[src/bpr_consts.svh]
// Register offsets, field positions and reset values of the transfer parameter bank.
// Assumes inclusion by the register bank module only.
`ifndef BPR_CONSTS_SVH
`define BPR_CONSTS_SVH

`define BPR_ADDR_W          8
`define BPR_OFF_SRC_Y_HIGH  8'h57
`define BPR_OFF_DST_X_LOW   8'h58
`define BPR_OFF_DST_X_HIGH  8'h59
`define BPR_OFF_DST_Y_LOW   8'h5A
`define BPR_OFF_DST_Y_HIGH  8'h5B
`define BPR_OFF_WIDTH_LOW   8'h5C
`define BPR_OFF_WIDTH_HIGH  8'h5D
`define BPR_OFF_HEIGHT_LOW  8'h5E
`define BPR_OFF_HEIGHT_HIGH 8'h5F
`define BPR_OFF_BACK_RED    8'h60
`define BPR_OFF_BACK_GREEN  8'h61
`define BPR_OFF_BACK_BLUE   8'h62
`define BPR_OFF_FORE_RED    8'h63
`define BPR_OFF_FORE_GREEN  8'h64
`define BPR_OFF_FORE_BLUE   8'h65
`define BPR_OFF_PATTERN     8'h66
`define BPR_OFF_KEY_RED     8'h67
`define BPR_OFF_KEY_GREEN   8'h68
`define BPR_OFF_KEY_BLUE    8'h69

`define BPR_LAYER_BIT       7
`define BPR_PAT_SIZE_BIT    7
`define BPR_HIGH2_MASK      8'h03
`define BPR_HIGH1_MASK      8'h01
`define BPR_LAYER_MASK      8'h81
`define BPR_PAT_MASK        8'h8F
`define BPR_RB_MASK         8'h1F
`define BPR_G_MASK          8'h3F

`define BPR_RST_ZERO        8'h00
`define BPR_RST_FORE_RB     8'h1F
`define BPR_RST_FORE_G      8'h3F

`endif

[src/bpr_pkg.sv]
// Types shared by the transfer parameter bank and its users.
// Assumes it is compiled before every module that uses its types.
package bpr_pkg;

   // Host register port request.
   typedef struct packed {
      logic [7:0] addr;
      logic [7:0] wdata;
      logic       wr;
      logic       rd;
   } bpr_req_s;

   // Colour as the engine consumes it, already trimmed to the colour depth.
   typedef struct packed {
      logic [4:0] red;
      logic [5:0] green;
      logic [4:0] blue;
   } bpr_color_s;

   // Geometry and selects handed to the transfer engine.
   typedef struct packed {
      logic       src_layer;
      logic [8:0] src_y_msb_only;
      logic       dst_layer;
      logic [9:0] dst_x;
      logic [8:0] dst_y;
      logic [9:0] width;
      logic [9:0] height;
      logic       pattern_large;
      logic [3:0] pattern_set;
   } bpr_geom_s;

   // All stored registers of the bank.
   typedef struct packed {
      logic [1:0] sync;
      logic [7:0] src_y_high_layer;
      logic [7:0] dst_x_low;
      logic [7:0] dst_x_high;
      logic [7:0] dst_y_low;
      logic [7:0] dst_y_high_layer;
      logic [7:0] xfer_width_low;
      logic [7:0] xfer_width_high;
      logic [7:0] xfer_height_low;
      logic [7:0] xfer_height_high;
      logic [7:0] back_color_red;
      logic [7:0] back_color_green;
      logic [7:0] back_color_blue;
      logic [7:0] fore_color_red;
      logic [7:0] fore_color_green;
      logic [7:0] fore_color_blue;
      logic [7:0] pattern_select;
      logic [7:0] key_color_red;
      logic [7:0] key_color_green;
      logic [7:0] key_color_blue;
      logic [7:0] rdata;
      logic       depth_65k;
      bpr_geom_s  geom;
      bpr_color_s back;
      bpr_color_s fore;
      bpr_color_s key;
      logic       key_match;
   } bpr_state_s;

endpackage

[src/bpr_param_regs.sv]
// Configuration register bank of the block transfer engine, with trimmed outputs.
// Assumes a host port on ref_clk; colour depth, window pixel and key enable come from
// logic on the same clock.
//
// Strobed register access was left to the implementer.
`timescale 1ns/10ps
`include "bpr_consts.svh"

module bpr_param_regs (
   input  wire logic               ref_clk,
   input  wire logic               rst_b,
   input  wire bpr_pkg::bpr_req_s  req,
   input  wire logic               depth_65k,
   input  wire logic               key_enable,
   input  wire bpr_pkg::bpr_color_s window_pixel,
   output logic [7:0]              rdata,
   output bpr_pkg::bpr_geom_s      geom,
   output bpr_pkg::bpr_color_s     back_color,
   output bpr_pkg::bpr_color_s     fore_color,
   output bpr_pkg::bpr_color_s     key_color,
   output logic                    key_match
);

   // ************************************************************
   // Helper functions
   // ************************************************************

   // Trims a stored colour to the bits the current depth uses.
   function automatic bpr_pkg::bpr_color_s trim_color(
      input logic [7:0] r,
      input logic [7:0] g,
      input logic [7:0] b,
      input logic       full
   );
      bpr_pkg::bpr_color_s c;
      if (full) begin
         c.red   = r[4:0];
         c.green = g[5:0];
         c.blue  = b[4:0];
      end else begin
         c.red   = {2'h0, r[2:0]};
         c.green = {3'h0, g[2:0]};
         c.blue  = {3'h0, b[1:0]};
      end
      return c;
   endfunction

   // Writes only the implemented bits of a register.
   function automatic logic [7:0] masked(
      input logic [7:0] d,
      input logic [7:0] m
   );
      return d & m;
   endfunction

   // ************************************************************
   // State
   // ************************************************************

   bpr_pkg::bpr_state_s st;
   bpr_pkg::bpr_state_s next_st;
   logic                rst_sync_b;

   assign rst_sync_b = st.sync[1];

   always_comb begin
      next_st      = st;
      next_st.sync = {st.sync[0], 1'b1};

      if (req.wr) begin
         unique case (req.addr)
            `BPR_OFF_SRC_Y_HIGH: begin
               next_st.src_y_high_layer = masked(req.wdata, `BPR_LAYER_MASK);
            end
            `BPR_OFF_DST_X_LOW: begin
               next_st.dst_x_low = req.wdata;
            end
            `BPR_OFF_DST_X_HIGH: begin
               next_st.dst_x_high = masked(req.wdata, `BPR_HIGH2_MASK);
            end
            `BPR_OFF_DST_Y_LOW: begin
               next_st.dst_y_low = req.wdata;
            end
            `BPR_OFF_DST_Y_HIGH: begin
               next_st.dst_y_high_layer = masked(req.wdata, `BPR_LAYER_MASK);
            end
            `BPR_OFF_WIDTH_LOW: begin
               next_st.xfer_width_low = req.wdata;
            end
            `BPR_OFF_WIDTH_HIGH: begin
               next_st.xfer_width_high = masked(req.wdata, `BPR_HIGH2_MASK);
            end
            `BPR_OFF_HEIGHT_LOW: begin
               next_st.xfer_height_low = req.wdata;
            end
            `BPR_OFF_HEIGHT_HIGH: begin
               next_st.xfer_height_high = masked(req.wdata, `BPR_HIGH2_MASK);
            end
            `BPR_OFF_BACK_RED: begin
               next_st.back_color_red = masked(req.wdata, `BPR_RB_MASK);
            end
            `BPR_OFF_BACK_GREEN: begin
               next_st.back_color_green = masked(req.wdata, `BPR_G_MASK);
            end
            `BPR_OFF_BACK_BLUE: begin
               next_st.back_color_blue = masked(req.wdata, `BPR_RB_MASK);
            end
            `BPR_OFF_FORE_RED: begin
               next_st.fore_color_red = masked(req.wdata, `BPR_RB_MASK);
            end
            `BPR_OFF_FORE_GREEN: begin
               next_st.fore_color_green = masked(req.wdata, `BPR_G_MASK);
            end
            `BPR_OFF_FORE_BLUE: begin
               next_st.fore_color_blue = masked(req.wdata, `BPR_RB_MASK);
            end
            `BPR_OFF_PATTERN: begin
               next_st.pattern_select = masked(req.wdata, `BPR_PAT_MASK);
            end
            `BPR_OFF_KEY_RED: begin
               next_st.key_color_red = masked(req.wdata, `BPR_RB_MASK);
            end
            `BPR_OFF_KEY_GREEN: begin
               next_st.key_color_green = masked(req.wdata, `BPR_G_MASK);
            end
            `BPR_OFF_KEY_BLUE: begin
               next_st.key_color_blue = masked(req.wdata, `BPR_RB_MASK);
            end
            default: begin
            end
         endcase
      end

      // Read data stands only in the cycle after the read strobe; unmapped reads give zero.
      next_st.rdata = `BPR_RST_ZERO;
      if (req.rd) begin
         unique case (req.addr)
            `BPR_OFF_SRC_Y_HIGH:  next_st.rdata = st.src_y_high_layer;
            `BPR_OFF_DST_X_LOW:   next_st.rdata = st.dst_x_low;
            `BPR_OFF_DST_X_HIGH:  next_st.rdata = st.dst_x_high;
            `BPR_OFF_DST_Y_LOW:   next_st.rdata = st.dst_y_low;
            `BPR_OFF_DST_Y_HIGH:  next_st.rdata = st.dst_y_high_layer;
            `BPR_OFF_WIDTH_LOW:   next_st.rdata = st.xfer_width_low;
            `BPR_OFF_WIDTH_HIGH:  next_st.rdata = st.xfer_width_high;
            `BPR_OFF_HEIGHT_LOW:  next_st.rdata = st.xfer_height_low;
            `BPR_OFF_HEIGHT_HIGH: next_st.rdata = st.xfer_height_high;
            `BPR_OFF_BACK_RED:    next_st.rdata = st.back_color_red;
            `BPR_OFF_BACK_GREEN:  next_st.rdata = st.back_color_green;
            `BPR_OFF_BACK_BLUE:   next_st.rdata = st.back_color_blue;
            `BPR_OFF_FORE_RED:    next_st.rdata = st.fore_color_red;
            `BPR_OFF_FORE_GREEN:  next_st.rdata = st.fore_color_green;
            `BPR_OFF_FORE_BLUE:   next_st.rdata = st.fore_color_blue;
            `BPR_OFF_PATTERN:     next_st.rdata = st.pattern_select;
            `BPR_OFF_KEY_RED:     next_st.rdata = st.key_color_red;
            `BPR_OFF_KEY_GREEN:   next_st.rdata = st.key_color_green;
            `BPR_OFF_KEY_BLUE:    next_st.rdata = st.key_color_blue;
            default:              next_st.rdata = `BPR_RST_ZERO;
         endcase
      end

      // ************************************************************
      // Engine-facing values, joined from the current bytes
      // ************************************************************
      next_st.depth_65k          = depth_65k;
      next_st.geom.src_layer     = st.src_y_high_layer[`BPR_LAYER_BIT];
      next_st.geom.src_y_msb_only = {st.src_y_high_layer[0], 8'h00};
      next_st.geom.dst_layer     = st.dst_y_high_layer[`BPR_LAYER_BIT];
      next_st.geom.dst_x         = {st.dst_x_high[1:0], st.dst_x_low};
      next_st.geom.dst_y         = {st.dst_y_high_layer[0], st.dst_y_low};
      next_st.geom.width         = {st.xfer_width_high[1:0], st.xfer_width_low};
      next_st.geom.height        = {st.xfer_height_high[1:0], st.xfer_height_low};
      next_st.geom.pattern_large = st.pattern_select[`BPR_PAT_SIZE_BIT];
      next_st.geom.pattern_set   = st.pattern_select[`BPR_PAT_SIZE_BIT]
                                   ? {2'h0, st.pattern_select[1:0]}
                                   : st.pattern_select[3:0];
      next_st.back = trim_color(st.back_color_red, st.back_color_green,
                                st.back_color_blue, depth_65k);
      next_st.fore = trim_color(st.fore_color_red, st.fore_color_green,
                                st.fore_color_blue, depth_65k);
      next_st.key  = trim_color(st.key_color_red, st.key_color_green,
                                st.key_color_blue, depth_65k);
      next_st.key_match = key_enable &&
                          (trim_color({3'h0, window_pixel.red}, {2'h0, window_pixel.green},
                                      {3'h0, window_pixel.blue}, depth_65k)
                           == trim_color(st.key_color_red, st.key_color_green,
                                         st.key_color_blue, depth_65k));
   end

   // ************************************************************
   // Registers
   // ************************************************************

   always_ff @(posedge ref_clk or negedge rst_b) begin
      if (!rst_b) begin
         st      <= '0;
      end else if (!rst_sync_b) begin
         st                  <= '0;
         st.sync             <= next_st.sync;
         st.fore_color_red   <= `BPR_RST_FORE_RB;
         st.fore_color_green <= `BPR_RST_FORE_G;
         st.fore_color_blue  <= `BPR_RST_FORE_RB;
      end else begin
         st <= next_st;
      end
   end

   assign rdata      = st.rdata;
   assign geom       = st.geom;
   assign back_color = st.back;
   assign fore_color = st.fore;
   assign key_color  = st.key;
   assign key_match  = st.key_match;

endmodule

[config.mk]
export PLATFORM = sky130hd
export DESIGN_NAME = bpr_param_regs
export DESIGN_NICKNAME = d
export VERILOG_FILES = /design/src/bpr_pkg.sv /design/src/bpr_param_regs.sv
export VERILOG_INCLUDE_DIRS = /design/src
export SDC_FILE = /design/constraint.sdc
export NUM_CORES = 1
export LEC_CHECK = 0
export ABC_AREA = 0
export ABC_CLOCK_PERIOD_IN_PS = 2600
export BUFFER_PORTS_ARGS = -buffer_cell sky130_fd_sc_hd__buf_2
export CAP_MARGIN = 0
export CORE_MARGIN = 1.5
export CORE_UTILIZATION = 55
export CTS_CLUSTER_DIAMETER = 200
export DETAILED_ROUTE_END_ITERATION = 8
export PLACE_DENSITY = 0.84
export SLEW_MARGIN = 20
export SYNTH_ARGS = -nofsm -noshare
export SYNTH_HDL_FRONTEND = slang
export SYNTH_SLANG_ARGS = --single-unit
[constraint.sdc]
create_clock -name ref_clk -period 2.6 [get_ports ref_clk]
set_input_delay 0.13 -clock ref_clk [delete_from_list [all_inputs] [get_ports ref_clk]]
set_output_delay 0.13 -clock ref_clk [all_outputs]
set_load 0.01 [all_outputs]
[After elaboration in Yosys (flattened, before gate mapping)]
Cells that the tools add are included.
Word-level totals
  flip-flop bits (word level): 266
  input bits: 38
  output and inout bits: 112
  word-level logic and storage cells: 128
Cells by class
  eq/ne operators: 40
  muxes and demuxes: 28
  reductions and logical operators: 20
Operators with widths (number)
  $mux 265: 1
  $mux 8: 20
  $eq 8x7->1 const B: 19
  $mux 152: 1
  $pmux 8 s19: 1
  $mux 16: 4
  $ne 2x1->1 const B: 19
  $reduce_and 2->1: 19
  $eq 16x16->1: 1
  $mux 4: 1
  $ne 2x2->1 const B: 1
  $logic_and 1x1->1: 1

[Longest topological paths before layout]
Gate-level depths: netlist of run 1.
  word-level depth: 4
  mapped depth: 8
  gate-level depth less buffers: 5

[Worst setup path after synthesis of run 1]
Ideal clock, no wire load.
  kind: flip-flop to flip-flop
  start: reg st[129] (netlist bit)
  end: reg st, in the netlist rdata[0]
  setup time: 0.132 ns
  data arrival time: 1.419 ns
  data required time: 2.468 ns
  path slack: 1.049 ns
  stages on the path, launching flop included: 5
  path buffers: 0
  period minus slack after synthesis: 1.551 ns
  path through: dfrtp_1 -> mux4_2 -> and3_4 -> a2111oi_4 -> a31oi_1
Between the ends
  word-level cells in the longest chain between the ends: 3
RTL lines
  start, declared: RTL line bpr_param_regs.sv:60  | bpr_pkg::bpr_state_s st;
  start signal, assigned: RTL line bpr_param_regs.sv:203  | st <= next_st;
  $pmux 8 s19: RTL line bpr_param_regs.sv:137  | unique case (req.addr)
  $mux 8: RTL line bpr_param_regs.sv:136  | if (req.rd) begin
  $mux 265: RTL line bpr_param_regs.sv:196  | end else if (!rst_sync_b) begin
No other way between the ends.
A chain may end at the register's enable or synchronous reset.

[Worst setup path after layout of run 1]
Ends and elaborated chain as after synthesis.

==> run metrics, run 1 <==
static leakage power=approximately 5.3 nW; clock latency of the later-clocked register in the worst-skew pair=0.48 ns; yosys warns=0; fin crit share=64.3%; initial core utilization=56.4%; post-route cell area=10200 µm²; ratio of routed vias to standard cells=5.55; CTS sink cnt=201; Main synth FF type=sky130_fd_sc_hd__dfrtp_1; Pre-antenna DRT Iters=6; die outline height=roughly 130 µm; total of endpoints with negative setup slack in the final report=0; DR WL/cell=19.2 µm; largest incremental delay on the critical path=0.49 ns; number of global-route vias before repair=6143; clock root cell=sky130_fd_sc_hd__clkbuf_16; RD Place Congestion=approximately 0.9; Syn Area/Cell=between 10 and 15 µm²; reg-to-reg startpoint=st[129]; r2r worst-path depth=4; arrival time at the worst endpoint=~2 ns; port buffer count=141; Critical Path Fanout Max=3; core footprint=16600 µm²; Min-Delay Path Class=in -> reg; post-synth cell types=61; Gate Count Post-Synth=880; TritonCTS clock tree=done; portion of the post-synthesis area used by sequential elements=53.8%; worst-margin pin slew=a little under 0.7 ns; layout-stage area growth over the synthesis result=9.50%; number of register bits inferred by synthesis=201; 1st-iter DRT viols=654; Critical Path RT=2.95 ns; global-route wire length before repair=34600 µm; crit path cell chain=mux4_2, and3_4, a2111oi_4, a31oi_1; largest cells by area after synthesis=sky130_fd_sc_hd__dfrtp_1, sky130_fd_sc_hd__buf_4, sky130_fd_sc_hd__nand2_1, sky130_fd_sc_hd__mux2i_1, sky130_fd_sc_hd__and2_1; Slew Viols, Final=0; number of routed nets with antenna violations=0; met2 routed WL=between 10000 and 15000 µm; met1 wire length=9070 µm; share of Yosys cell area claimed by the top area cell type=53.8%; total gr overflow=0; number of H-tree levels=1; total number of vias=6337; reg2reg setup slack=between 0.9 and 1 ns; VDD IR-drop max=364 µV; Cell Area, Placed=9400 µm²; crit path time final=1.67 ns; dominant cell type by area after synthesis=sky130_fd_sc_hd__dfrtp_1; Setup Total Neg Slack=0 ns; Hold Path Origin=req[8]; count of filler cells inserted in the layout=1372; setup repair after global routing missed its margin=no; status=completed; Crit Reg-Reg Endpoint=rdata[0]; post-detailed-placement half-perimeter wirelength=15500 µm; number of hold violations in the final report=0; uppermost layer routed=met4; Power per Cell Area=664 nW/µm²; number of clock buffers inserted by TritonCTS=21; top-level port count=150; leading cell type in the layout, fill and taps excluded=sky130_fd_sc_hd__dfrtp_1; final antenna diode count=0; overall fraction of global-route tracks in use=25.0%; clock-pin slew on the worst setup and hold paths=0.06 ns; Max-cap violations=0; CP max-delay cell=sky130_fd_sc_hd__mux4_2; critical path endpoint category=register; critical path capture point=rdata[0]; Worst Setup Path Type=reg -> reg; die width=~130 µm; Routed met3 length=around 1700 µm; largest net degree at the start of global routing=110; number of antenna violations at the first check in global routing=0; Setup Skew=around 0.0076 ns; post-cts resize count=0; maximum clock insertion buffer count=3; Net count, final=946; Worst Setup Start Kind=register; launching instance or port of the critical path=st[129]; maximum clock frequency=598 MHz; detailed-route wire length=22000 µm; count of unresolved DRC violations after routing=0; share of cells above drive strength 1=24.0%; Mapped Area=~9300 µm²; normalized max-slew margin=roughly 55%; commonest cells after routing, fill and taps aside=sky130_fd_sc_hd__dfrtp_1, sky130_fd_sc_hd__buf_2, sky130_fd_sc_hd__nand2_1, sky130_fd_sc_hd__o21ai_0, sky130_fd_sc_hd__and2_1; asr flop ratio synth=100%; cell row count=47; Die Footprint=about 18000 µm²; count of flip-flops with a built-in enable after synthesis=0
==> worst max-delay path, delay by kind of cell (launching register included) <==
kind	cells	cell delay [ns]
DFF	1	0.42
AOI/OAI and AO/OA	2	0.42
muxes	1	0.49
and+or+nand+nor	1	0.21
==> registers in the layout, summed over array words and instances (netlist names) <==
register    flops
rdata           8
fore_color     16
st             52
geom           47
next_st        44
back_color     16
key_match       1
key_color      16
rst_sync_b      1
==> stage by stage <==
stage | std cells | hold WS, ns | total power, mW | utilization, % | setup WS [ns]
floorplan | 887 | -0.166 | 3.41 | - | 1.05
global placement | 1099 | 0.134 | 3.54 | 56.7 | 0.662
detailed placement | 1099 | 0.138 | 3.54 | 56.7 | 0.621
CTS | 1142 | 0.00326 | 6.83 | 61.7 | 0.928
global route | 1142 | 0.0330 | 7.01 | 61.7 | 0.814
finish | 1142 | 0.0178 | 6.80 | 61.7 | 0.928
==> what timing repair did <==
action | CTS | global route
hold endpoints to repair | 63 | 0
hold buffers | 6 | 0
buffers inserted | 0 | 0
endpoints found under the setup margin | 0 | 0
==> per-layer routing <==
layer	global-route usage (%)	up-vias
met4	7.85	0
met5	0	-
met2	39.8	302
met3	4.79	63
li1	-	2899
met1	34.9	3073
==> cells in the mapped netlist (all sizes together) (10+ instances only) <==
cell / instances
mux2i: 39
nand2: 118
and2: 57
clkbuf: 27
nor2: 15
dfrtp: 201
buf: 132
mux2: 10
xor2: 11
nor2b: 17
inv: 16
o21ai: 68
a21boi: 15
and3: 31
nand3: 32
==> how the worst min path moves through the flow <==
stage / to / slack, ns / depth (start not counted)
2_1_floorplan: back_color[0] / -0.17 / 0
3_3_place_gp: st[165] / 0.13 / 1
3_5_place_dp: st[165] / 0.14 / 1
4_1_cts: next_st[60] / 0.003 / 3
5_1_grt: next_st[92] / 0.03 / 3
6_report: next_st[60] / 0.02 / 3
==> report_power, final <==
| part | total (mW) | internal, mW | switching [mW] |
|---|---|---|---|
| clock network | 3.30 | 2.12 | 1.18 |
| registers | 3.16 | 3.14 | 0.0145 |
| logic | 0.335 | 0.102 | 0.233 |
| total | 6.80 | 5.37 | 1.43 |
==> logic make-up (layout without fill, tap and decap cells) <==
logic type / after synthesis / after routing / synth area share (%)
AO/OA/AOI/OAI: 126 / 126 / 8.53
XOR/XNOR: 16 / 16 / 1.50
multiplexers: 51 / 51 / 5.86
other: 2 / 9 / 0.0804
flip-flops: 201 / 201 / 53.8
AND/OR/NAND/NOR: 309 / 309 / 18.1
buffers and inverters: 175 / 210 / 12.1
==> area by class of cell <==
cell class / count / area, µm² / area share, %
Clock buffer: 27 / 598 / 5.84
Multi-Input combinational cell: 511 / 3210 / 31.4
Tap cell: 220 / 275 / 2.69
Timing Repair Buffer: 157 / 875 / 8.55
Inverter: 16 / 60.1 / 0.587
Sequential cell: 201 / 5030 / 49.2
Clock inverter: 10 / 181 / 1.77
No activity file was read; power rests on OpenSTA's default activity.
==> run 2: changes to the inputs <==
--- a/config.mk
+++ b/config.mk
@@ -7,14 +7,14 @@
 export NUM_CORES = 1
 export LEC_CHECK = 0
 export ABC_AREA = 0
-export ABC_CLOCK_PERIOD_IN_PS = 2600
+export ABC_CLOCK_PERIOD_IN_PS = 1400
 export BUFFER_PORTS_ARGS = -buffer_cell sky130_fd_sc_hd__buf_2
 export CAP_MARGIN = 0
 export CORE_MARGIN = 1.5
-export CORE_UTILIZATION = 55
+export CORE_UTILIZATION = 51
 export CTS_CLUSTER_DIAMETER = 200
 export DETAILED_ROUTE_END_ITERATION = 8
-export PLACE_DENSITY = 0.84
+export PLACE_DENSITY = 0.82
 export SLEW_MARGIN = 20
 export SYNTH_ARGS = -nofsm -noshare
 export SYNTH_HDL_FRONTEND = slang
==> constraint.sdc (replaced) <==
create_clock -name ref_clk -period 1.4 [get_ports ref_clk]
set_input_delay 0.07 -clock ref_clk [delete_from_list [all_inputs] [get_ports ref_clk]]
set_output_delay 0.07 -clock ref_clk [all_outputs]
set_load 0.01 [all_outputs]
==> run metrics, run 2 (same netlist as run 1, synthesis figures left out) <==
status=finished with violations; violated checks=setup timing; crit path time final=between 1.5 and 2 ns; Critical Path Fanout Max=3; number of antenna violations at the first check in global routing=0; share of cells above drive strength 1=32.3%; CP max-delay cell=sky130_fd_sc_hd__mux4_2; Worst Path Buf+Inv=0; critical path capture point=rdata[0]; port buffer count=141; setup repair after global routing missed its margin=yes; ratio of routed vias to standard cells=approximately 5.4; Slew Viols, Final=0; cell row count=49; post-route cell area=11300 µm²; detailed-route wire length=between 20000 and 25000 µm; Top reg by flops=st; total gr overflow=0; grt met3 use=around 4.3%; Pre-antenna DRT Iters=5; Worst Setup Path Type=reg -> reg; fin worst setup slack=-0.132 ns; CTS sink cnt=201; maximum clock frequency=653 MHz; Power per Cell Area=1150 nW/µm²; Cell Area, Placed=10300 µm²; number of routed nets with antenna violations=0; Critical Path RT=1.78 ns; clock latency of the later-clocked register in the worst-skew pair=roughly 0.50 ns; number of global-route vias before repair=6957; VDD IR-drop max=942 µV; number of flip-flops in the largest register=52; die outline height=138 µm; overall fraction of global-route tracks in use=about a quarter; fraction of met1 tracks used by global routing=34.2%; Die Footprint=19100 µm²; Place WS=-0.287 ns; r2r worst-path depth=4; number of hold violations in the final report=0; Net count, final=1061; count of unresolved DRC violations after routing=0; total number of vias=roughly 6900; largest net degree at the start of global routing=70; maximum clock insertion buffer count=3; global-route wire length before repair=38800 µm; Max-cap violations=0; layout-stage area growth over the synthesis result=20.9%; met2 global-route usage=a little over two fifths; Crit Reg-Reg Endpoint=rdata[0]; launching instance or port of the critical path=st[129]; crit path cell chain=mux4_2, and3_4, a2111oi_4, a31oi_1; RD Place Congestion=0.927; number of H-tree levels=1; fin crit share=109%; commonest cells after routing, fill and taps aside=sky130_fd_sc_hd__dfrtp_1, sky130_fd_sc_hd__buf_2, sky130_fd_sc_hd__nand2_1, sky130_fd_sc_hd__buf_4, sky130_fd_sc_hd__o21ai_0; reg-to-reg startpoint=st[129]; filler-free cell count of the finished design=roughly 1300; number of clock buffers inserted by TritonCTS=22; post-detailed-placement half-perimeter wirelength=18000 µm; core footprint=18000 µm²; Setup Skew=0.00774 ns; critical path endpoint category=register; leading cell type in the layout, fill and taps excluded=sky130_fd_sc_hd__dfrtp_1; Worst path depth=4; largest incremental delay on the critical path=approximately 0.49 ns; final antenna diode count=0; DR WL/cell=between 15 and 20 µm; placed cells=1213; clock-pin slew on the worst setup and hold paths=0.07 ns; total power draw=around 13 mW; Setup Total Neg Slack=-0.257 ns; reg2reg setup slack=-0.13 ns; total of endpoints with negative setup slack in the final report=4; top-level port count=150; Min-Delay Path Class=in -> reg; cell family with most CP delay=multiplexers; Worst Setup Start Kind=register; static leakage power=5.87 nW; arrival time at the worst endpoint=around 1.9 ns; die width=roughly 140 µm; clock root cell=sky130_fd_sc_hd__clkbuf_16; TritonCTS clock tree=done; initial core utilization=52.0%; 1st-iter DRT viols=430; most used routing layer in global routing=met2
## run 2: changes by cell type in the layout (fill, tap and decap cells not counted), sizes merged
| cell | delta |
|---|---|
| bufinv | -1 |
| buf | +106 |
| dlygate4sd3 | +8 |
| clkinvlp | +1 |
| clkinv | +2 |
| clkbuf | +1 |
## run 2: worst register-to-register path: stages, from the launching register on
cell and delay, ns:
sky130_fd_sc_hd__dfrtp_1 0.43, sky130_fd_sc_hd__mux4_2 0.49, sky130_fd_sc_hd__and3_4 0.18, sky130_fd_sc_hd__a2111oi_4 0.18, sky130_fd_sc_hd__a31oi_1 0.13
## run 2: cell type report
cell class,instances,area [µm²]
Fill cell,1370,6660
Multi-Input combinational cell,511,3250
Tap cell,229,287
Sequential cell,201,5030
Clock inverter,12,184
Timing Repair Buffer,271,1870
Clock buffer,28,614
Inverter,16,60.1
## run 2: power by group
part	switching [mW]	internal (mW)
combinational	0.490	0.335
clock	2.39	3.87
sequential	0.0207	5.84
## run 2: layer usage
layer | part of all wire [%] | wire length [µm]
met1 | 42 | 10300
met2 | 49 | 12000
met3 | 6.1 | 1510
met4 | 3.4 | 842
met5 | 0 | 0
## run 2: timing repair
item,in CTS,in global routing
pin swaps,4,0
gates cloned,0,0
setup buffers,0,1
hold endpoints to repair,250,0
hold buffers,14,0
gates resized for setup,3,6
setup endpoints to repair,3,6
## run 2: how the worst min path moves through the flow
stage,start,end,cells after the start
floorplan,rst_b,back_color[0],0
detailed placement,rst_b,fore_color[10],1
finish,window_pixel[8],key_match,5
CTS,window_pixel[4],key_match,5
global placement,rst_b,key_color[14],1
global route,window_pixel[4],key_match,5
## run 2: metrics by stage
stage          hold WS [ns]  utilization, %
6_report            0.00888            62.9
5_1_grt              0.0476            62.9
4_1_cts             0.00308            62.7
3_3_place_gp         0.0587            57.4
2_1_floorplan        -0.226               -
3_5_place_dp         0.0633            57.4
==> run 3: changes to the inputs <==
--- a/config.mk
+++ b/config.mk
@@ -7,10 +7,9 @@
 export NUM_CORES = 1
 export LEC_CHECK = 0
 export ABC_AREA = 0
-export ABC_CLOCK_PERIOD_IN_PS = 1400
 export BUFFER_PORTS_ARGS = -buffer_cell sky130_fd_sc_hd__buf_2
 export CAP_MARGIN = 0
-export CORE_MARGIN = 1.5
+export CORE_MARGIN = 2
 export CORE_UTILIZATION = 51
 export CTS_CLUSTER_DIAMETER = 200
 export DETAILED_ROUTE_END_ITERATION = 8
==> run metrics, run 3 (same netlist as run 1, synthesis figures left out) <==
status=finished with violations; violated checks=setup timing; 1st-iter DRT viols=626; number of clock buffers inserted by TritonCTS=21; overall fraction of global-route tracks in use=about a quarter; number of hold violations in the final report=0; crit path time final=1.57 ns; total gr overflow=0; total of endpoints with negative setup slack in the final report=3; clock-pin slew on the worst setup and hold paths=approximately 0.060 ns; placed cells=around 1200; number of H-tree levels=1; layout-stage area growth over the synthesis result=19.8%; ratio of routed vias to standard cells=5.43; final hold slack=between 0.008 and 0.009 ns; critical path endpoint category=register; arrival time at the worst endpoint=2.00 ns; port buffer count=141; total number of vias=6866; reg2reg setup slack=-0.17 ns; Hold Path Origin=window_pixel[15]; share of the core filled with cells in the final layout=62.3%; cell row count=49; share of cells above drive strength 1=31.9%; VDD IR-drop max=803 µV; Worst Setup Path Type=reg -> reg; commonest cells after routing, fill and taps aside=sky130_fd_sc_hd__dfrtp_1, sky130_fd_sc_hd__buf_2, sky130_fd_sc_hd__nand2_1, sky130_fd_sc_hd__buf_4, sky130_fd_sc_hd__o21ai_0; top-level port count=150; maximum clock insertion buffer count=3; number of antenna violations at the first check in global routing=1; Critical Path RT=1.83 ns; count of unresolved DRC violations after routing=0; global-route wire length before repair=38300 µm; r2r worst-path depth=5; Slew Viols, Final=0; clock latency of the later-clocked register in the worst-skew pair=0.50 ns; Pre-antenna DRT Iters=6; Setup Skew=0.0191 ns; maximum clock frequency=635 MHz; Crit Reg-Reg Endpoint=key_match; fin crit share=112%; launching instance or port of the critical path=st[129]; reg-to-reg startpoint=st[129]; number of routed nets with antenna violations=0; post-detailed-placement half-perimeter wirelength=17800 µm; number of global-route vias before repair=between 6000 and 7000; detailed-route wire length=24500 µm; setup repair after global routing missed its margin=yes; core footprint=18000 µm²; WHS Path Cells=5; filler-free cell count of the finished design=1265; clock root cell=sky130_fd_sc_hd__clkbuf_16; Min-Delay Path Class=in -> reg; Net count, final=1058; Critical Path Fanout Max=3; Worst Setup Start Kind=register; Place WS=-0.203 ns; TritonCTS clock tree=done; Max-cap violations=0; Top reg by flops=st; Worst Hold Endpoint=key_match; leading cell type in the layout, fill and taps excluded=sky130_fd_sc_hd__dfrtp_1; die width=139 µm; number of flip-flops in the largest register=52; largest net degree at the start of global routing=between 50 and 60; DR WL/cell=19.4 µm; initial core utilization=52.0%; RD Place Congestion=1.00; Die Footprint=19400 µm²; static leakage power=5.81 nW; die outline height=139 µm; fin worst setup slack=-0.175 ns; Power per Cell Area=roughly 1100 nW/µm²; CTS sink cnt=201
==> run 3: changes by cell type in the layout (fill, tap and decap cells not counted), sizes merged <==
cell,delta
buf,-4
bufinv,-3
clkinvlp,-1
diode,+1
dlygate4sd3,+2
clkbuf,+3
clkinv,-2
inv,+1
==> run 3: how the worst max path moves through the flow <==
| stage | endpoint | slack [ns] | cells after the start |
|---|---|---|---|
| global placement | st[163] | -0.18 | 6 |
| floorplan | rdata[0] | 0.006 | 4 |
| CTS | rdata[0] | -0.12 | 4 |
| detailed placement | key_match | -0.20 | 5 |
| global route | key_match | -0.24 | 5 |
| finish | key_match | -0.17 | 5 |
==> run 3: final cells by class <==
cell class                 instances  area [µm²]
antenna                            1        2.50
clock buffer                      31         633
clock inverter                     7        70.1
fill                            1411        6770
inverter                          16        60.1
multi-input combinational        511        3270
sequential                       201        5030
tap                              229         287
timing repair buffer             269        1840
==> run 3: worst max-delay path, cell delays in order, from the launching register on <==
cell                      delay (ns)
sky130_fd_sc_hd__dfrtp_1        0.41
sky130_fd_sc_hd__xnor2_2        0.22
sky130_fd_sc_hd__nand4_1        0.19
sky130_fd_sc_hd__nor4_2         0.24
sky130_fd_sc_hd__nand4_1        0.26
sky130_fd_sc_hd__a21oi_1        0.17
==> run 3: repair_timing <==
item	CTS	global route
hold endpoints to repair	253	0
setup endpoints to repair	3	5
resized for setup	6	4
pin swaps	5	1
hold buffers	16	0
setup buffers	1	3
==> run 3: where the power goes <==
part / total (mW) / leakage [nW] / switching, mW / internal [mW]
clock network: 5.55 / 0.347 / 2.23 / 3.32
registers: 5.85 / 2.69 / 0.0135 / 5.84
logic: 0.835 / 2.77 / 0.500 / 0.335
==> run 3: metal layers <==
layer	track usage, %	vias to the layer above	routed length [µm]
li1	-	3144	-
met4	8.67	0	666
met3	3.82	53	1770
met1	33.9	3342	10000
met2	42.3	327	12100
met5	0	-	0
==> run 3: metrics by stage <==
step	total power [mW]	cell area [µm²]	TNS [ns]
final	12.2	11200	-0.333
after floorplan	6.33	9370	0
after global routing	12.6	11200	-0.570
after CTS	12.3	11100	-0.211
after detailed placement	6.75	10200	-7.40
after global placement	6.74	10200	-6.71
